**src/rtl/t16wm_pkg.sv**
```systemverilog
// Overview of operation
// - Counting and flags advance only on the timer clock enable; non-PWM buffer loads happen every cycle.
// - A nonzero output mode field hands that channel's pin to the waveform.
// - Non-PWM codes: off, toggle, clear, set on match.
// - Fast PWM: code 10 clears on match, sets at bottom; 11 inverse.
// - Fast PWM code 01 toggles A only in mode 15; B holds its level.
// - Fast PWM codes 10/11 with compare equal to TOP skip match, keep bottom action.
// - Dual slope: code 10 clears on up match, sets on down; 11 inverse.
// - Dual slope code 01 toggles A only in mode 9.
// - Force bits act only in non-PWM modes.
// - Force write is a one-cycle strobe acting as a match now.
// - Force never sets a match flag nor clears the counter.
// - Force bit positions always read zero.
// - Mode is four bits: low pair in control A, high pair in B.
// - Non-PWM: immediate compare update, overflow at MAX, TOP per mode.
// - Phase correct: TOP fixed or register, load at TOP, overflow at bottom.
// - Fast PWM: TOP fixed or register, load at bottom, overflow at TOP.
// - Phase-frequency: TOP capture or compare A, load and overflow at bottom.
// - Clock select zero gives no clock enable; counter stands still.
package t16wm_pkg;
    localparam int T16WM_DW = 8;
    localparam int T16WM_AW = 4;
    localparam int T16WM_CW = 16;
    localparam int T16WM_PW = 10;
    // Register offsets
    localparam logic [3:0] OFS_CTRL_A = 4'h0;
    localparam logic [3:0] OFS_CTRL_B = 4'h1;
    localparam logic [3:0] OFS_CMPA_LO = 4'h2;
    localparam logic [3:0] OFS_CMPA_HI = 4'h3;
    localparam logic [3:0] OFS_CMPB_LO = 4'h4;
    localparam logic [3:0] OFS_CMPB_HI = 4'h5;
    localparam logic [3:0] OFS_CAP_LO = 4'h6;
    localparam logic [3:0] OFS_CAP_HI = 4'h7;
    localparam logic [3:0] OFS_STATUS = 4'h8;
    localparam logic [3:0] OFS_CNT_LO = 4'h9;
    localparam logic [3:0] OFS_CNT_HI = 4'ha;
    // Field positions
    localparam int COMA_HI = 7;
    localparam int COMA_LO = 6;
    localparam int COMB_HI = 5;
    localparam int COMB_LO = 4;
    localparam int FORCE_A = 3;
    localparam int FORCE_B = 2;
    localparam int WGML_HI = 1;
    localparam int WGML_LO = 0;
    localparam int WGMH_HI = 4;
    localparam int WGMH_LO = 3;
    localparam int CS_HI = 2;
    localparam int CS_LO = 0;
    localparam int ST_OVF = 0;
    localparam int ST_MA = 1;
    localparam int ST_MB = 2;
    localparam int COM_UP = 1;
    localparam logic [7:0] CTRL_RESET = 8'h00;
    localparam logic [7:0] CTRL_A_MASK = 8'hf3;
    localparam logic [7:0] CTRL_B_MASK = 8'h1f;
    // Waveform modes
    localparam logic [3:0] MODE_NORMAL = 4'h0;
    localparam logic [3:0] MODE_PC8 = 4'h1;
    localparam logic [3:0] MODE_PC9 = 4'h2;
    localparam logic [3:0] MODE_PC10 = 4'h3;
    localparam logic [3:0] MODE_CTC_CMP = 4'h4;
    localparam logic [3:0] MODE_FAST8 = 4'h5;
    localparam logic [3:0] MODE_FAST9 = 4'h6;
    localparam logic [3:0] MODE_FAST10 = 4'h7;
    localparam logic [3:0] MODE_PFC_CAP = 4'h8;
    localparam logic [3:0] MODE_PFC_CMP = 4'h9;
    localparam logic [3:0] MODE_PC_CAP = 4'ha;
    localparam logic [3:0] MODE_PC_CMP = 4'hb;
    localparam logic [3:0] MODE_CTC_CAP = 4'hc;
    localparam logic [3:0] MODE_FAST_CAP = 4'he;
    localparam logic [3:0] MODE_FAST_CMP = 4'hf;
    localparam logic [15:0] TOP_MAX = 16'hffff;
    localparam logic [15:0] TOP_8 = 16'h00ff;
    localparam logic [15:0] TOP_9 = 16'h01ff;
    localparam logic [15:0] TOP_10 = 16'h03ff;
    localparam logic [15:0] BOTTOM = 16'h0000;
    // Output mode codes
    localparam logic [1:0] COM_OFF = 2'h0;
    localparam logic [1:0] COM_TOGGLE = 2'h1;
    localparam logic [1:0] COM_CLEAR = 2'h2;
    localparam logic [1:0] COM_SET = 2'h3;
    // Clock select codes and prescale masks
    localparam logic [2:0] CS_STOP = 3'h0;
    localparam logic [2:0] CS_DIV1 = 3'h1;
    localparam logic [2:0] CS_DIV8 = 3'h2;
    localparam logic [2:0] CS_DIV64 = 3'h3;
    localparam logic [2:0] CS_DIV256 = 3'h4;
    localparam logic [2:0] CS_DIV1024 = 3'h5;
    localparam logic [2:0] CS_EXT_FALL = 3'h6;
    localparam logic [2:0] CS_EXT_RISE = 3'h7;
    localparam logic [9:0] PRE_M8 = 10'h007;
    localparam logic [9:0] PRE_M64 = 10'h03f;
    localparam logic [9:0] PRE_M256 = 10'h0ff;
    localparam logic [9:0] PRE_M1024 = 10'h3ff;
    typedef enum logic [3:0] {
        CL_NONPWM = 4'b0001,
        CL_FAST = 4'b0010,
        CL_PC = 4'b0100,
        CL_PFC = 4'b1000
    } t16wm_class_type;
endpackage : t16wm_pkg

```
**src/rtl/t16wm_ctrl.sv**
```systemverilog
`timescale 1ns/1ps
module t16wm_ctrl (
    input wire logic ref_clk, // 40 MHz clock
    input wire logic reset, // Sync reset, high
    input wire logic [t16wm_pkg::T16WM_AW-1:0] addr, // Register index
    input wire logic [t16wm_pkg::T16WM_DW-1:0] wdata, // Write data
    input wire logic wr_en, // Write strobe
    input wire logic rd_en, // Read strobe
    output logic [t16wm_pkg::T16WM_DW-1:0] rdata, // Read data
    input wire logic t1_pin, // External count pin
    output logic wave_out_a, // Waveform A level
    output logic wave_out_b, // Waveform B level
    output logic wave_override_a, // A owns its pin
    output logic wave_override_b // B owns its pin
);
    import t16wm_pkg::*;

    // ==========================================================
    // Declarations
    logic [7:0] ctrl_a_ff;
    logic [7:0] ctrl_b_ff;
    logic [15:0] cmpa_buf_ff;
    logic [15:0] cmpb_buf_ff;
    logic [15:0] cmpa_ff;
    logic [15:0] cmpb_ff;
    logic [15:0] cap_ff;
    logic [15:0] cnt_ff;
    logic [15:0] nxt_cnt;
    logic up_ff;
    logic nxt_up;
    logic [2:0] status_ff;
    logic [9:0] pre_ff;
    logic t1_meta_ff;
    logic t1_sync_ff;
    logic t1_prev_ff;
    logic wave_a_ff;
    logic wave_b_ff;
    logic ovr_a_ff;
    logic ovr_b_ff;
    logic [7:0] rdata_ff;
    logic [7:0] nxt_rdata;
    logic [3:0] wmode;
    logic [3:0] wmode_wr;
    t16wm_class_type mclass;
    t16wm_class_type wr_class;
    logic [15:0] top;
    logic [2:0] csel;
    logic [1:0] com_a;
    logic [1:0] com_b;
    logic tick;
    logic ev_top;
    logic ev_bottom;
    logic match_a;
    logic match_b;
    logic force_a;
    logic force_b;
    logic ovf_ev;
    logic load_buf;
    logic tog_fast;
    logic tog_dual;

    // ==========================================================
    // Mode decode functions
    function automatic t16wm_class_type class_of(input logic [3:0] m);
        t16wm_class_type c;
        c = CL_NONPWM;
        case (m)
            MODE_PC8, MODE_PC9, MODE_PC10,
            MODE_PC_CAP, MODE_PC_CMP: c = CL_PC;
            MODE_FAST8, MODE_FAST9, MODE_FAST10,
            MODE_FAST_CAP, MODE_FAST_CMP: c = CL_FAST;
            MODE_PFC_CAP, MODE_PFC_CMP: c = CL_PFC;
            default: c = CL_NONPWM; // Normal, clear-on-match, 13
        endcase
        return c;
    endfunction : class_of

    function automatic logic [15:0] top_of(input logic [3:0] m,
        input logic [15:0] cap, input logic [15:0] cmp);
        logic [15:0] t;
        t = TOP_MAX;
        case (m)
            MODE_PC8, MODE_FAST8: t = TOP_8;
            MODE_PC9, MODE_FAST9: t = TOP_9;
            MODE_PC10, MODE_FAST10: t = TOP_10;
            MODE_CTC_CMP, MODE_PFC_CMP,
            MODE_PC_CMP, MODE_FAST_CMP: t = cmp;
            MODE_CTC_CAP, MODE_PFC_CAP,
            MODE_PC_CAP, MODE_FAST_CAP: t = cap;
            default: t = TOP_MAX;
        endcase
        return t;
    endfunction : top_of

    // Next waveform level for one channel
    function automatic logic wave_next(input t16wm_class_type cl,
        input logic [1:0] com, input logic tf, input logic td,
        input logic match, input logic bot, input logic up,
        input logic at_top, input logic cur);
        logic v;
        v = cur;
        case (cl)
            CL_NONPWM: begin
                if (match) begin
                    case (com)
                        COM_TOGGLE: v = ~cur;
                        COM_CLEAR: v = 1'b0;
                        COM_SET: v = 1'b1;
                        default: v = cur;
                    endcase
                end
            end
            CL_FAST: begin
                if (com[COM_UP]) begin
                    if (bot) v = ~com[0];
                    if (match && !at_top) v = com[0];
                end else if (com == COM_TOGGLE && tf && match) begin
                    v = ~cur;
                end
            end
            CL_PC, CL_PFC: begin
                if (com[COM_UP] && match) begin
                    v = up ? com[0] : ~com[0];
                end else if (com == COM_TOGGLE && td && match) begin
                    v = ~cur;
                end
            end
            default: v = cur;
        endcase
        return v;
    endfunction : wave_next

    // ==========================================================
    // Decode of control state
    assign wmode = {ctrl_b_ff[WGMH_HI:WGMH_LO],
                    ctrl_a_ff[WGML_HI:WGML_LO]};
    assign mclass = class_of(wmode);
    // Mode as it stands once a control A write lands
    assign wmode_wr = {ctrl_b_ff[WGMH_HI:WGMH_LO],
                       wdata[WGML_HI:WGML_LO]};
    assign wr_class = class_of(wmode_wr);
    assign top = top_of(wmode, cap_ff, cmpa_ff);
    assign csel = ctrl_b_ff[CS_HI:CS_LO];
    assign com_a = ctrl_a_ff[COMA_HI:COMA_LO];
    assign com_b = ctrl_a_ff[COMB_HI:COMB_LO];
    assign tog_fast = (wmode == MODE_FAST_CMP);
    assign tog_dual = (wmode == MODE_PFC_CMP) ||
                      (wmode == MODE_FAST_CAP);

    // ==========================================================
    // Timer clock enable
    always_comb begin
        case (csel)
            CS_STOP: tick = 1'b0;
            CS_DIV1: tick = 1'b1;
            CS_DIV8: tick = (pre_ff & PRE_M8) == PRE_M8;
            CS_DIV64: tick = (pre_ff & PRE_M64) == PRE_M64;
            CS_DIV256: tick = (pre_ff & PRE_M256) == PRE_M256;
            CS_DIV1024: tick = (pre_ff & PRE_M1024) == PRE_M1024;
            CS_EXT_FALL: tick = t1_prev_ff && !t1_sync_ff;
            CS_EXT_RISE: tick = !t1_prev_ff && t1_sync_ff;
            default: tick = 1'b0;
        endcase
    end

    // Free-running prescaler
    always_ff @(posedge ref_clk) begin
        if (reset) begin
            pre_ff <= '0;
        end else begin
            pre_ff <= pre_ff + 10'h001;
        end
    end

    // External pin synchroniser
    always_ff @(posedge ref_clk) begin
        if (reset) begin
            t1_meta_ff <= 1'b0;
            t1_sync_ff <= 1'b0;
            t1_prev_ff <= 1'b0;
        end else begin
            t1_meta_ff <= t1_pin;
            t1_sync_ff <= t1_meta_ff;
            t1_prev_ff <= t1_sync_ff;
        end
    end

    // ==========================================================
    // Counter events
    assign ev_top = tick && (cnt_ff == top);
    assign ev_bottom = tick && (cnt_ff == BOTTOM);
    assign match_a = tick && (cnt_ff == cmpa_ff);
    assign match_b = tick && (cnt_ff == cmpb_ff);
    assign force_a = wr_en && addr == OFS_CTRL_A && wdata[FORCE_A] &&
                     wr_class == CL_NONPWM;
    assign force_b = wr_en && addr == OFS_CTRL_A && wdata[FORCE_B] &&
                     wr_class == CL_NONPWM;

    // Overflow and buffer load moments per class
    always_comb begin
        case (mclass)
            CL_NONPWM: begin
                ovf_ev = tick && (cnt_ff == TOP_MAX);
                load_buf = 1'b1;
            end
            CL_FAST: begin
                ovf_ev = ev_top;
                load_buf = ev_bottom;
            end
            CL_PC: begin
                ovf_ev = ev_bottom;
                load_buf = ev_top;
            end
            CL_PFC: begin
                ovf_ev = ev_bottom;
                load_buf = ev_bottom;
            end
            default: begin
                ovf_ev = 1'b0;
                load_buf = 1'b0;
            end
        endcase
    end

    // Count sequence, single or dual slope
    always_comb begin
        nxt_cnt = cnt_ff;
        nxt_up = up_ff;
        if (tick) begin
            case (mclass)
                CL_PC, CL_PFC: begin
                    if (up_ff && cnt_ff == top) begin
                        nxt_up = 1'b0;
                        nxt_cnt = cnt_ff - 16'h0001;
                    end else if (!up_ff && cnt_ff == BOTTOM) begin
                        nxt_up = 1'b1;
                        nxt_cnt = cnt_ff + 16'h0001;
                    end else begin
                        nxt_cnt = up_ff ? cnt_ff + 16'h0001
                                        : cnt_ff - 16'h0001;
                    end
                end
                default: begin
                    nxt_up = 1'b1;
                    nxt_cnt = (cnt_ff == top) ? BOTTOM
                                              : cnt_ff + 16'h0001;
                end
            endcase
        end
    end

    // Counter and direction, force never clears it
    always_ff @(posedge ref_clk) begin
        if (reset) begin
            cnt_ff <= BOTTOM;
            up_ff <= 1'b1;
        end else begin
            cnt_ff <= nxt_cnt;
            up_ff <= nxt_up;
        end
    end

    // ==========================================================
    // Control registers, force bits never stored
    always_ff @(posedge ref_clk) begin
        if (reset) begin
            ctrl_a_ff <= CTRL_RESET;
            ctrl_b_ff <= CTRL_RESET;
        end else if (wr_en) begin
            if (addr == OFS_CTRL_A) ctrl_a_ff <= wdata & CTRL_A_MASK;
            if (addr == OFS_CTRL_B) ctrl_b_ff <= wdata & CTRL_B_MASK;
        end
    end

    // Compare buffers and TOP capture register
    always_ff @(posedge ref_clk) begin
        if (reset) begin
            cmpa_buf_ff <= '0;
            cmpb_buf_ff <= '0;
            cap_ff <= '0;
        end else if (wr_en) begin
            case (addr)
                OFS_CMPA_LO: cmpa_buf_ff[7:0] <= wdata;
                OFS_CMPA_HI: cmpa_buf_ff[15:8] <= wdata;
                OFS_CMPB_LO: cmpb_buf_ff[7:0] <= wdata;
                OFS_CMPB_HI: cmpb_buf_ff[15:8] <= wdata;
                OFS_CAP_LO: cap_ff[7:0] <= wdata;
                OFS_CAP_HI: cap_ff[15:8] <= wdata;
                default: cap_ff <= cap_ff;
            endcase
        end
    end

    // Active compare values
    always_ff @(posedge ref_clk) begin
        if (reset) begin
            cmpa_ff <= '0;
            cmpb_ff <= '0;
        end else if (load_buf) begin
            cmpa_ff <= cmpa_buf_ff;
            cmpb_ff <= cmpb_buf_ff;
        end
    end

    // Sticky flags, write one clears, set wins
    always_ff @(posedge ref_clk) begin
        if (reset) begin
            status_ff <= '0;
        end else begin
            for (int i = 0; i < 3; i++) begin
                if (wr_en && addr == OFS_STATUS && wdata[i])
                    status_ff[i] <= 1'b0;
            end
            if (ovf_ev) status_ff[ST_OVF] <= 1'b1;
            if (match_a) status_ff[ST_MA] <= 1'b1;
            if (match_b) status_ff[ST_MB] <= 1'b1;
        end
    end

    // ==========================================================
    // Waveform generators and pin override
    always_ff @(posedge ref_clk) begin
        if (reset) begin
            wave_a_ff <= 1'b0;
            wave_b_ff <= 1'b0;
            ovr_a_ff <= 1'b0;
            ovr_b_ff <= 1'b0;
        end else begin
            wave_a_ff <= wave_next(force_a ? CL_NONPWM : mclass,
                force_a ? wdata[COMA_HI:COMA_LO] : com_a, tog_fast,
                tog_dual, match_a || force_a, ev_bottom, up_ff,
                cmpa_ff == top, wave_a_ff);
            wave_b_ff <= wave_next(force_b ? CL_NONPWM : mclass,
                force_b ? wdata[COMB_HI:COMB_LO] : com_b, 1'b0, 1'b0,
                match_b || force_b, ev_bottom, up_ff,
                cmpb_ff == top, wave_b_ff);
            ovr_a_ff <= |com_a;
            ovr_b_ff <= |com_b;
        end
    end

    // ==========================================================
    // Read port, data valid one cycle after strobe
    always_comb begin
        nxt_rdata = '0;
        if (rd_en) begin
            case (addr)
                OFS_CTRL_A: nxt_rdata = ctrl_a_ff & CTRL_A_MASK;
                OFS_CTRL_B: nxt_rdata = ctrl_b_ff;
                OFS_CMPA_LO: nxt_rdata = cmpa_buf_ff[7:0];
                OFS_CMPA_HI: nxt_rdata = cmpa_buf_ff[15:8];
                OFS_CMPB_LO: nxt_rdata = cmpb_buf_ff[7:0];
                OFS_CMPB_HI: nxt_rdata = cmpb_buf_ff[15:8];
                OFS_CAP_LO: nxt_rdata = cap_ff[7:0];
                OFS_CAP_HI: nxt_rdata = cap_ff[15:8];
                OFS_STATUS: nxt_rdata = {5'h00, status_ff};
                OFS_CNT_LO: nxt_rdata = cnt_ff[7:0];
                OFS_CNT_HI: nxt_rdata = cnt_ff[15:8];
                default: nxt_rdata = '0;
            endcase
        end
    end

    always_ff @(posedge ref_clk) begin
        if (reset) begin
            rdata_ff <= '0;
        end else begin
            rdata_ff <= nxt_rdata;
        end
    end

    assign rdata = rdata_ff;
    assign wave_out_a = wave_a_ff;
    assign wave_out_b = wave_b_ff;
    assign wave_override_a = ovr_a_ff;
    assign wave_override_b = ovr_b_ff;
endmodule : t16wm_ctrl

```
**config.mk**
```make
export PLATFORM = sky130hd
export DESIGN_NAME = t16wm_ctrl
export DESIGN_NICKNAME = d
export VERILOG_FILES = /design/src/rtl/t16wm_pkg.sv /design/src/rtl/t16wm_ctrl.sv
export SDC_FILE = /design/constraint.sdc
export NUM_CORES = 1
export LEC_CHECK = 0
export ABC_AREA = 1
export BUFFER_PORTS_ARGS = -buffer_cell sky130_fd_sc_hd__buf_2
export CAP_MARGIN = 30
export CORE_ASPECT_RATIO = 1.1
export CORE_MARGIN = 8
export CORE_UTILIZATION = 28
export CTS_BUF_LIST = sky130_fd_sc_hd__clkbuf_2 sky130_fd_sc_hd__clkbuf_4 sky130_fd_sc_hd__clkbuf_8
export CTS_CLUSTER_SIZE = 28
export DETAILED_ROUTE_END_ITERATION = 12
export SLEW_MARGIN = 0
export SYNTH_ARGS = -nofsm -noshare
export SYNTH_HDL_FRONTEND = slang
export SYNTH_SLANG_ARGS = --single-unit
```
**constraint.sdc**
```tcl
create_clock -name ref_clk -period 5.5 [get_ports ref_clk]
set_input_delay 1.1 -clock ref_clk [delete_from_list [all_inputs] [get_ports ref_clk]]
set_output_delay 1.1 -clock ref_clk [all_outputs]
set_load 0.005 [all_outputs]
```
==> results of run 1 <==
==> worst max-delay path, cell delays in order, from the launching register on <==
cell	delay (ns)
dfxtp_1	0.64
nand2_2	0.13
inv_2	0.22
nor2_2	0.07
nand3_2	0.35
buf_16	0.24
nand3_1	0.16
nand2_1	0.10
nand2_1	0.09
nor2_1	0.12
nand2_1	0.08
nor2_2	0.12
nand2_2	0.12
nor2_4	0.12
nand2_1	0.07
nand2_2	0.42
buf_4	0.44
o21ai_0	0.13
nor2_1	0.11
==> synthesized netlist by cell type, types with 5 or more instances <==
cell type	count	share of area [%]
nand2_1	311	13
nor2_1	166	7.1
inv_1	156	6.7
dfxtp_1	136	31
a21oi_1	125	7.2
o21ai_0	101	5.8
nand3_1	63	3.6
nand4_1	52	3.7
clkbuf_1	47	2.0
xor2_1	42	4.2
o21ai_1	23	1.3
o22ai_1	22	1.6
a21oi_2	18	1.8
xnor2_1	16	1.6
nor3_1	15	0.86
nand3_2	12	1.4
nand2_2	10	0.72
buf_6	8	1.0
ha_1	7	1.0
a221oi_1	6	0.60
a31oi_1	6	0.43
buf_2	6	0.34
inv_2	6	0.26
nor2_2	5	0.36
==> final cells by class <==
type                            count  area share [%]
Clock buffer                       17            2.45
Clock inverter                     15            1.60
Inverter                          166            6.52
Multi-Input combinational cell   1015            53.2
Sequential cell                   136            28.5
Tap cell                          420            5.50
Timing Repair Buffer               36            2.30
==> flip-flops by register name, indices dropped and copies added, names as in the netlist <==
name,cells
cmpb_buf_ff,16
pre_ff,10
rdata,8
wave_out_a,1
ctrl_b_ff,5
cmpb_ff,16
up_ff,1
status_ff,3
t1_prev_ff,1
t1_meta_ff,1
wave_out_b,1
wave_override_b,1
ctrl_a_ff,6
cmpa_buf_ff,16
wave_override_a,1
t1_sync_ff,1
cnt_ff,16
cmpa_ff,16
cap_ff,16
==> worst max path at each step <==
stage / from / slack [ns] / to / cells after the start
after floorplan: addr[0] / 2.38 / wave_out_b / 15
after global placement: addr[0] / 1.59 / wave_out_b / 15
after detailed placement: addr[0] / 1.46 / wave_out_a / 19
after CTS: ctrl_b_ff[4] / 1.74 / cmpb_ff[12] / 18
after global routing: ctrl_b_ff[4] / 1.30 / cmpb_ff[13] / 18
final: ctrl_b_ff[4] / 1.68 / cmpb_ff[14] / 18
==> cell families after synthesis <==
| group | count (synthesis) | share of synthesized area, % |
|---|---|---|
| buf+inv | 229 | 10.7 |
| fa+ha+maj | 7 | 1.00 |
| simple gates | 641 | 31.9 |
| compound gates | 309 | 19.4 |
| xor+xnor | 58 | 5.81 |
| flops | 136 | 31.2 |
==> stage by stage <==
| stage | area [um2] | std cells | hold WS (ns) | setup WS, ns | utilization (%) |
|---|---|---|---|---|---|
| 6_report | 9560 | 1805 | 0.419 | 1.68 | 30.8 |
| 5_1_grt | 9560 | 1805 | 0.450 | 1.30 | 30.8 |
| 4_1_cts | 9560 | 1805 | 0.421 | 1.74 | 30.8 |
| 3_5_place_dp | 9170 | 1773 | 0.416 | 1.46 | 29.5 |
| 3_3_place_gp | 9150 | 1772 | 0.393 | 1.59 | 29.4 |
| 2_1_floorplan | 8740 | 1380 | 0.388 | 2.38 | - |
==> per-layer routing <==
metal  share of wire [%]  global-route usage [%]  vias up
li1                    -                       -     4505
met1                  45                    21.0     4246
met2                  45                    25.5      334
met3                 6.7                    2.60       62
met4                 3.2                    6.29        0
met5                   0                       0        -
==> where the power goes <==
group / internal (mW) / leakage [nW] / switching (mW) / total [mW]
Sequential: 1.01 / 1.10 / 0.0361 / 1.05
Clock: 0.341 / 0.198 / 0.507 / 0.848
Combinational: 0.103 / 2.44 / 0.233 / 0.336
Total: 1.46 / 3.74 / 0.776 / 2.23
==> impl_results.md, run 1 <==
* Start point of the worst min-delay path: t1_meta_ff
* Number of buffers created by CTS at 17
* Half-perimeter wire length of the detailed placement result at 22.1 mm
* Max-Slew Margin vs Limit at 47.2%
* Sinks on Clock Net at 136
* Buffers on Ports at 28
* PD cells at 233 nW/um2
* Data arrival at the endpoint of the critical path at 4.22 ns
* Multi-input logic area at 5080 um2
* Post-Synthesis Mean Instance Area at 6.33 um2
* Number of hold violations in the final report at 0
* Post-synth EDFFs at 0
* Kind of critical path: flip-flop to flip-flop
* Top FF cell, synth: dfxtp_1
* Total core area at 31100 um2
* Floorplan die height at 201 um
* Reported leakage power at 3.74 nW
* Top-level port count at 29
* Number of post-CTS setup repair buffers at 0
* Total setup violations reported at the end of the flow at 0
* Setup TNS after final layout at 0 ns
* Post-synth ARST share at 0%
* Final net count at 1396
* Post-Route WL at 29.5 mm
* Area growth from synthesis to layout at 9.42%
* Setup repair after global routing missed its margin: false
* Clock edge transition at the registers on the reported setup and hold paths at 0.10 ns
* Site Rows at 68
* Upper clock frequency limit at 262 MHz
* Initial core utilization at 28.1%
* ANT nets after route at 0
* Clock tree from TritonCTS: done
* Area used by sequential logic in the layout at 2720 um2
* Worst hold endpoint: t1_sync_ff
* Setup crit start kind: flip-flop
* Iter 0 DRT Violations at 985
* Post-route minimum period at 3.82 ns
* Commonest cells after routing, fill and taps aside: nand2_1, nor2_1, inv_1, dfxtp_1, a21oi_1
* Clock Path Buffers at 2
* Worst Reg-to-Reg Cells at 18
* Count of hold buffers inserted by post-cts repair at 0
* Via count at 9147
* Least-Margin Pin Slew at 0.791 ns
* Later-pin clock latency in the skew report at 0.47 ns
* Final critical-path share of the clock period at 69.4%
* Wire length of the first global-routing pass at 47.2 mm
* Maxcap violations at 0
* Post-CTS Resized at 0
* Data required time of the worst path at 5.90 ns
* Synth Cell Area at 8740 um2
* Initial antenna violation count at 0
* Total chip power at 2.23 mW
* Number of instances in the synthesized netlist at 1380
* Crit Reg-Reg Endpoint: cmpb_ff[14]
* Final worst clock skew at 0.0203 ns
* Worst hold path class: flip-flop to flip-flop
* Max-slew violations at 0
* Source of the worst register-to-register timing path: ctrl_b_ff[4]
* Routed wire per std cell at 16.3 um
* Library cells used by synthesis at 35
* Setup slack on the worst flop-to-flop path at 1.68 ns
* Part of the Yosys area used for sequential elements at 31.2%
* Commonest non-fill, non-tap cell in the layout: nand2_1
* Peak supply drop at 143 uV
* Number of register bits inferred by synthesis at 136
* Peak fanout along the critical path at 31
* Detailed-router iteration count before antenna repair at 6
* Diodes inserted at 0
* Number of synthesis warnings at 0
* Instance count along the most critical hold path at 2
* GRT Total Usage at 15.9%
* Die Span X at 184 um
* GP Congestion at 0.992
* Depth of the CTS H-tree at 4
* Final routed DRC violation total at 0
* Fillers at 3452
* Number of global-route vias before repair at 8729
* Via density at 5.07
* Maximum number of pins on one net before global-route repair at 50
* Total nets after synthesis at 1404
* Endpoint class of the critical path: flip-flop
* Clk root buf: clkbuf_8
* Area of the die at 37100 um2
* Overflow left after global routing at 0
* Outcome: complete, no violations
* Fraction of final layout cells with drive strength greater than 1 at 9.10%
(Power assumes the default switching activity.)
==> inputs of run 2 (changes only) <==
Clock period 5.5 ns to 3.6 ns, I/O delays scaled along.
==> run 2 against run 1 <==
Design area grew 1.3%. Clock power up 51%. Via count about the same. Non-clock buffer count rose by 16. Die area unchanged. Worst setup slack got worse by 1.2 ns. Critical endpoint is now cmpb_ff[4]. Clock-buffer cell count grew 1. Clock skew increased by 0.0097 ns. Global-route usage decreased by 0.37 points. Wire length down 1.4%. Combinational power is 56% higher. Flip-flop and latch count unchanged.
==> impl_results.md, run 2 (synthesized netlist as in run 1, its figures left out) <==
* Post-Route WL at 29.1 mm (-1.4%)
* Maximum number of pins on one net before global-route repair at 43 (-14%)
* Top-level port count at 29 (unchanged)
* Upper clock frequency limit at 318 MHz (+21%)
* Reported leakage power at 3.82 nW (+2.1%)
* Number of buffers created by CTS at 17 (unchanged)
* Buffers & Inverters on Critical Path at 4 (+1)
* Clk root buf: clkbuf_8
* Max-slew violations at 0 (unchanged)
* Final setup margin at 0.453 ns (-1.23 ns)
* Clock edge transition at the registers on the reported setup and hold paths at 0.10 ns (about the same)
* Area growth from synthesis to layout at 10.8%
* Data required time of the worst path at 3.98 ns (-1.92 ns)
* Final critical-path share of the clock period at 87.4% (+18 points)
* List of cells traversed by the critical path: inv_2, nand2_2, inv_2, nor2_2, nand3_2, buf_12, nand4_1, nand2_1, nor2_1, nand2_1, nor2_2, nand2_2, nor2_4, nand2_1, nand2_2, buf_12, o21ai_0, a21oi_1
* Later-pin clock latency in the skew report at 0.47 ns (about the same)
* Peak supply drop at 272 uV (+90%)
* Clock tree from TritonCTS: done
* PD cells at 352 nW/um2 (+51%)
* Die Span X at 184 um (unchanged)
* Worst hold path class: flip-flop to flip-flop
* Final worst clock skew at 0.0301 ns (+0.00973 ns)
* Maxcap violations at 0 (unchanged)
* Depth of the CTS H-tree at 4 (unchanged)
* Half-perimeter wire length of the detailed placement result at 22.1 mm (about the same)
* Wire length of the first global-routing pass at 45.9 mm (-2.7%)
* Area of the die at 37100 um2 (unchanged)
* Peak fanout along the critical path at 42 (+35%)
* Floorplan die height at 201 um (unchanged)
* Endpoint class of the critical path: flip-flop
* Worst path max stage delay at 0.47 ns (-0.17 ns)
* Number of hold violations in the final report at 0 (unchanged)
* Setup crit start kind: flip-flop
* Total core area at 31100 um2 (unchanged)
* Via count at 9149 (+0.022%)
* Buffers on Ports at 28 (unchanged)
* Initial antenna violation count at 0 (unchanged)
* Iter 0 DRT Violations at 841 (-15%)
* Post-CTS Resized at 0 (unchanged)
* Least-Margin Pin Slew at 0.612 ns (-0.179 ns)
* Worst path top cell family by delay: simple AND/OR/NAND/NOR gates
* Final-layout worst hold slack at 0.424 ns (+0.00488 ns)
* Commonest cells after routing, fill and taps aside: nand2_1, nor2_1, inv_1, dfxtp_1, a21oi_1
* GRT Total Usage at 15.6% (-0.37 points)
* Data arrival at the endpoint of the critical path at 3.53 ns (-0.69 ns)
* Number of post-CTS setup repair buffers at 0 (unchanged)
* Final routed DRC violation total at 0 (unchanged)
* Clock Path Buffers at 2 (unchanged)
* Outcome: complete, no violations
* Detailed-router iteration count before antenna repair at 7 (+1)
* Post-route minimum period at 3.15 ns (-0.668 ns)
* Via density at 5.02 (-0.86%)
* Setup TNS after final layout at 0 ns (unchanged)
* Worst setup slack before clock tree synthesis at 0.459 ns (-0.998 ns)
* Routed wire per std cell at 16.0 um (-2.2%)
* Overflow left after global routing at 0 (unchanged)
* Total setup violations reported at the end of the flow at 0 (unchanged)
* Count of hold buffers inserted by post-cts repair at 0 (unchanged)
* Final net count at 1412 (+1.1%)
* Initial core utilization at 28.1% (unchanged)
* Diodes inserted at 0 (unchanged)
* Fillers at 3439 (-0.38%)
* Number of global-route vias before repair at 8433 (-3.4%)
* Kind of critical path: flip-flop to flip-flop
* Library cell contributing the largest single delay on the critical path: dfxtp_1
* Fraction of final layout cells with drive strength greater than 1 at 10.1% (+1.0 points)
* Max-Slew Margin vs Limit at 58.1% (+11 points)
* Commonest non-fill, non-tap cell in the layout: nand2_1
* Setup repair after global routing missed its margin: false
* ANT nets after route at 0 (unchanged)
* GP Congestion at 0.943 (-4.9%)
* Sinks on Clock Net at 136 (unchanged)
* Site Rows at 68 (unchanged)
==> run 2: power breakdown <==
part / internal (mW) / leakage, nW / switching, mW / total, mW
logic: 0.166 / 2.53 / 0.358 / 0.523
clock network: 0.527 / 0.195 / 0.756 / 1.28
registers: 1.54 / 1.10 / 0.0523 / 1.60
total: 2.24 / 3.82 / 1.17 / 3.40
==> run 2: cell type report <==
| cell class | instances | area, um2 | share of cell area, % |
|---|---|---|---|
| clock inverter | 14 | 134 | 1.38 |
| tap | 420 | 526 | 5.43 |
| inverter | 166 | 623 | 6.44 |
| sequential | 136 | 2720 | 28.1 |
| multi-input combinational | 1015 | 5080 | 52.5 |
| clock buffer | 18 | 248 | 2.56 |
| timing repair buffer | 52 | 345 | 3.57 |
==> run 2: metal layers <==
layer  up-vias  part of all wire, %  global-route usage (%)
li1       4547                    -                       -
met1      4181                   45                    20.7
met2       361                   45                    25.0
met3        60                  6.2                    2.36
met4         0                  3.1                    5.74
met5         -                    0                       0
==> run 2: worst paths after layout <==
path | from | to | slack, ns | cells after the start
min reg2reg | t1_meta_ff | t1_sync_ff | 0.42 | 2
max reg2reg | ctrl_a_ff[0] | cmpb_ff[4] | 0.45 | 18
min | t1_meta_ff | t1_sync_ff | 0.42 | 2
max | ctrl_a_ff[0] | cmpb_ff[4] | 0.45 | 18
==> run 2: worst register-to-register path: stages (launching register included) <==
cell and delay, ns:
dfxtp_1 0.47, inv_2 0.10, nand2_2 0.09, inv_2 0.12
nor2_2 0.14, nand3_2 0.33, buf_12 0.32, nand4_1 0.10
nand2_1 0.12, nor2_1 0.12, nand2_1 0.07, nor2_2 0.11
nand2_2 0.11, nor2_4 0.13, nand2_1 0.07, nand2_2 0.13
buf_12 0.24, o21ai_0 0.12, a21oi_1 0.13
==> run 2: through the flow <==
stage,instances,total power [mW],utilization [%],area (um2)
finish,1821,3.40,31.2,9680
global route,1821,3.56,31.2,9680
CTS,1821,3.42,31.2,9680
detailed placement,1789,2.15,29.9,9300
global placement,1789,2.14,29.9,9300
floorplan,1380,1.99,-,8740
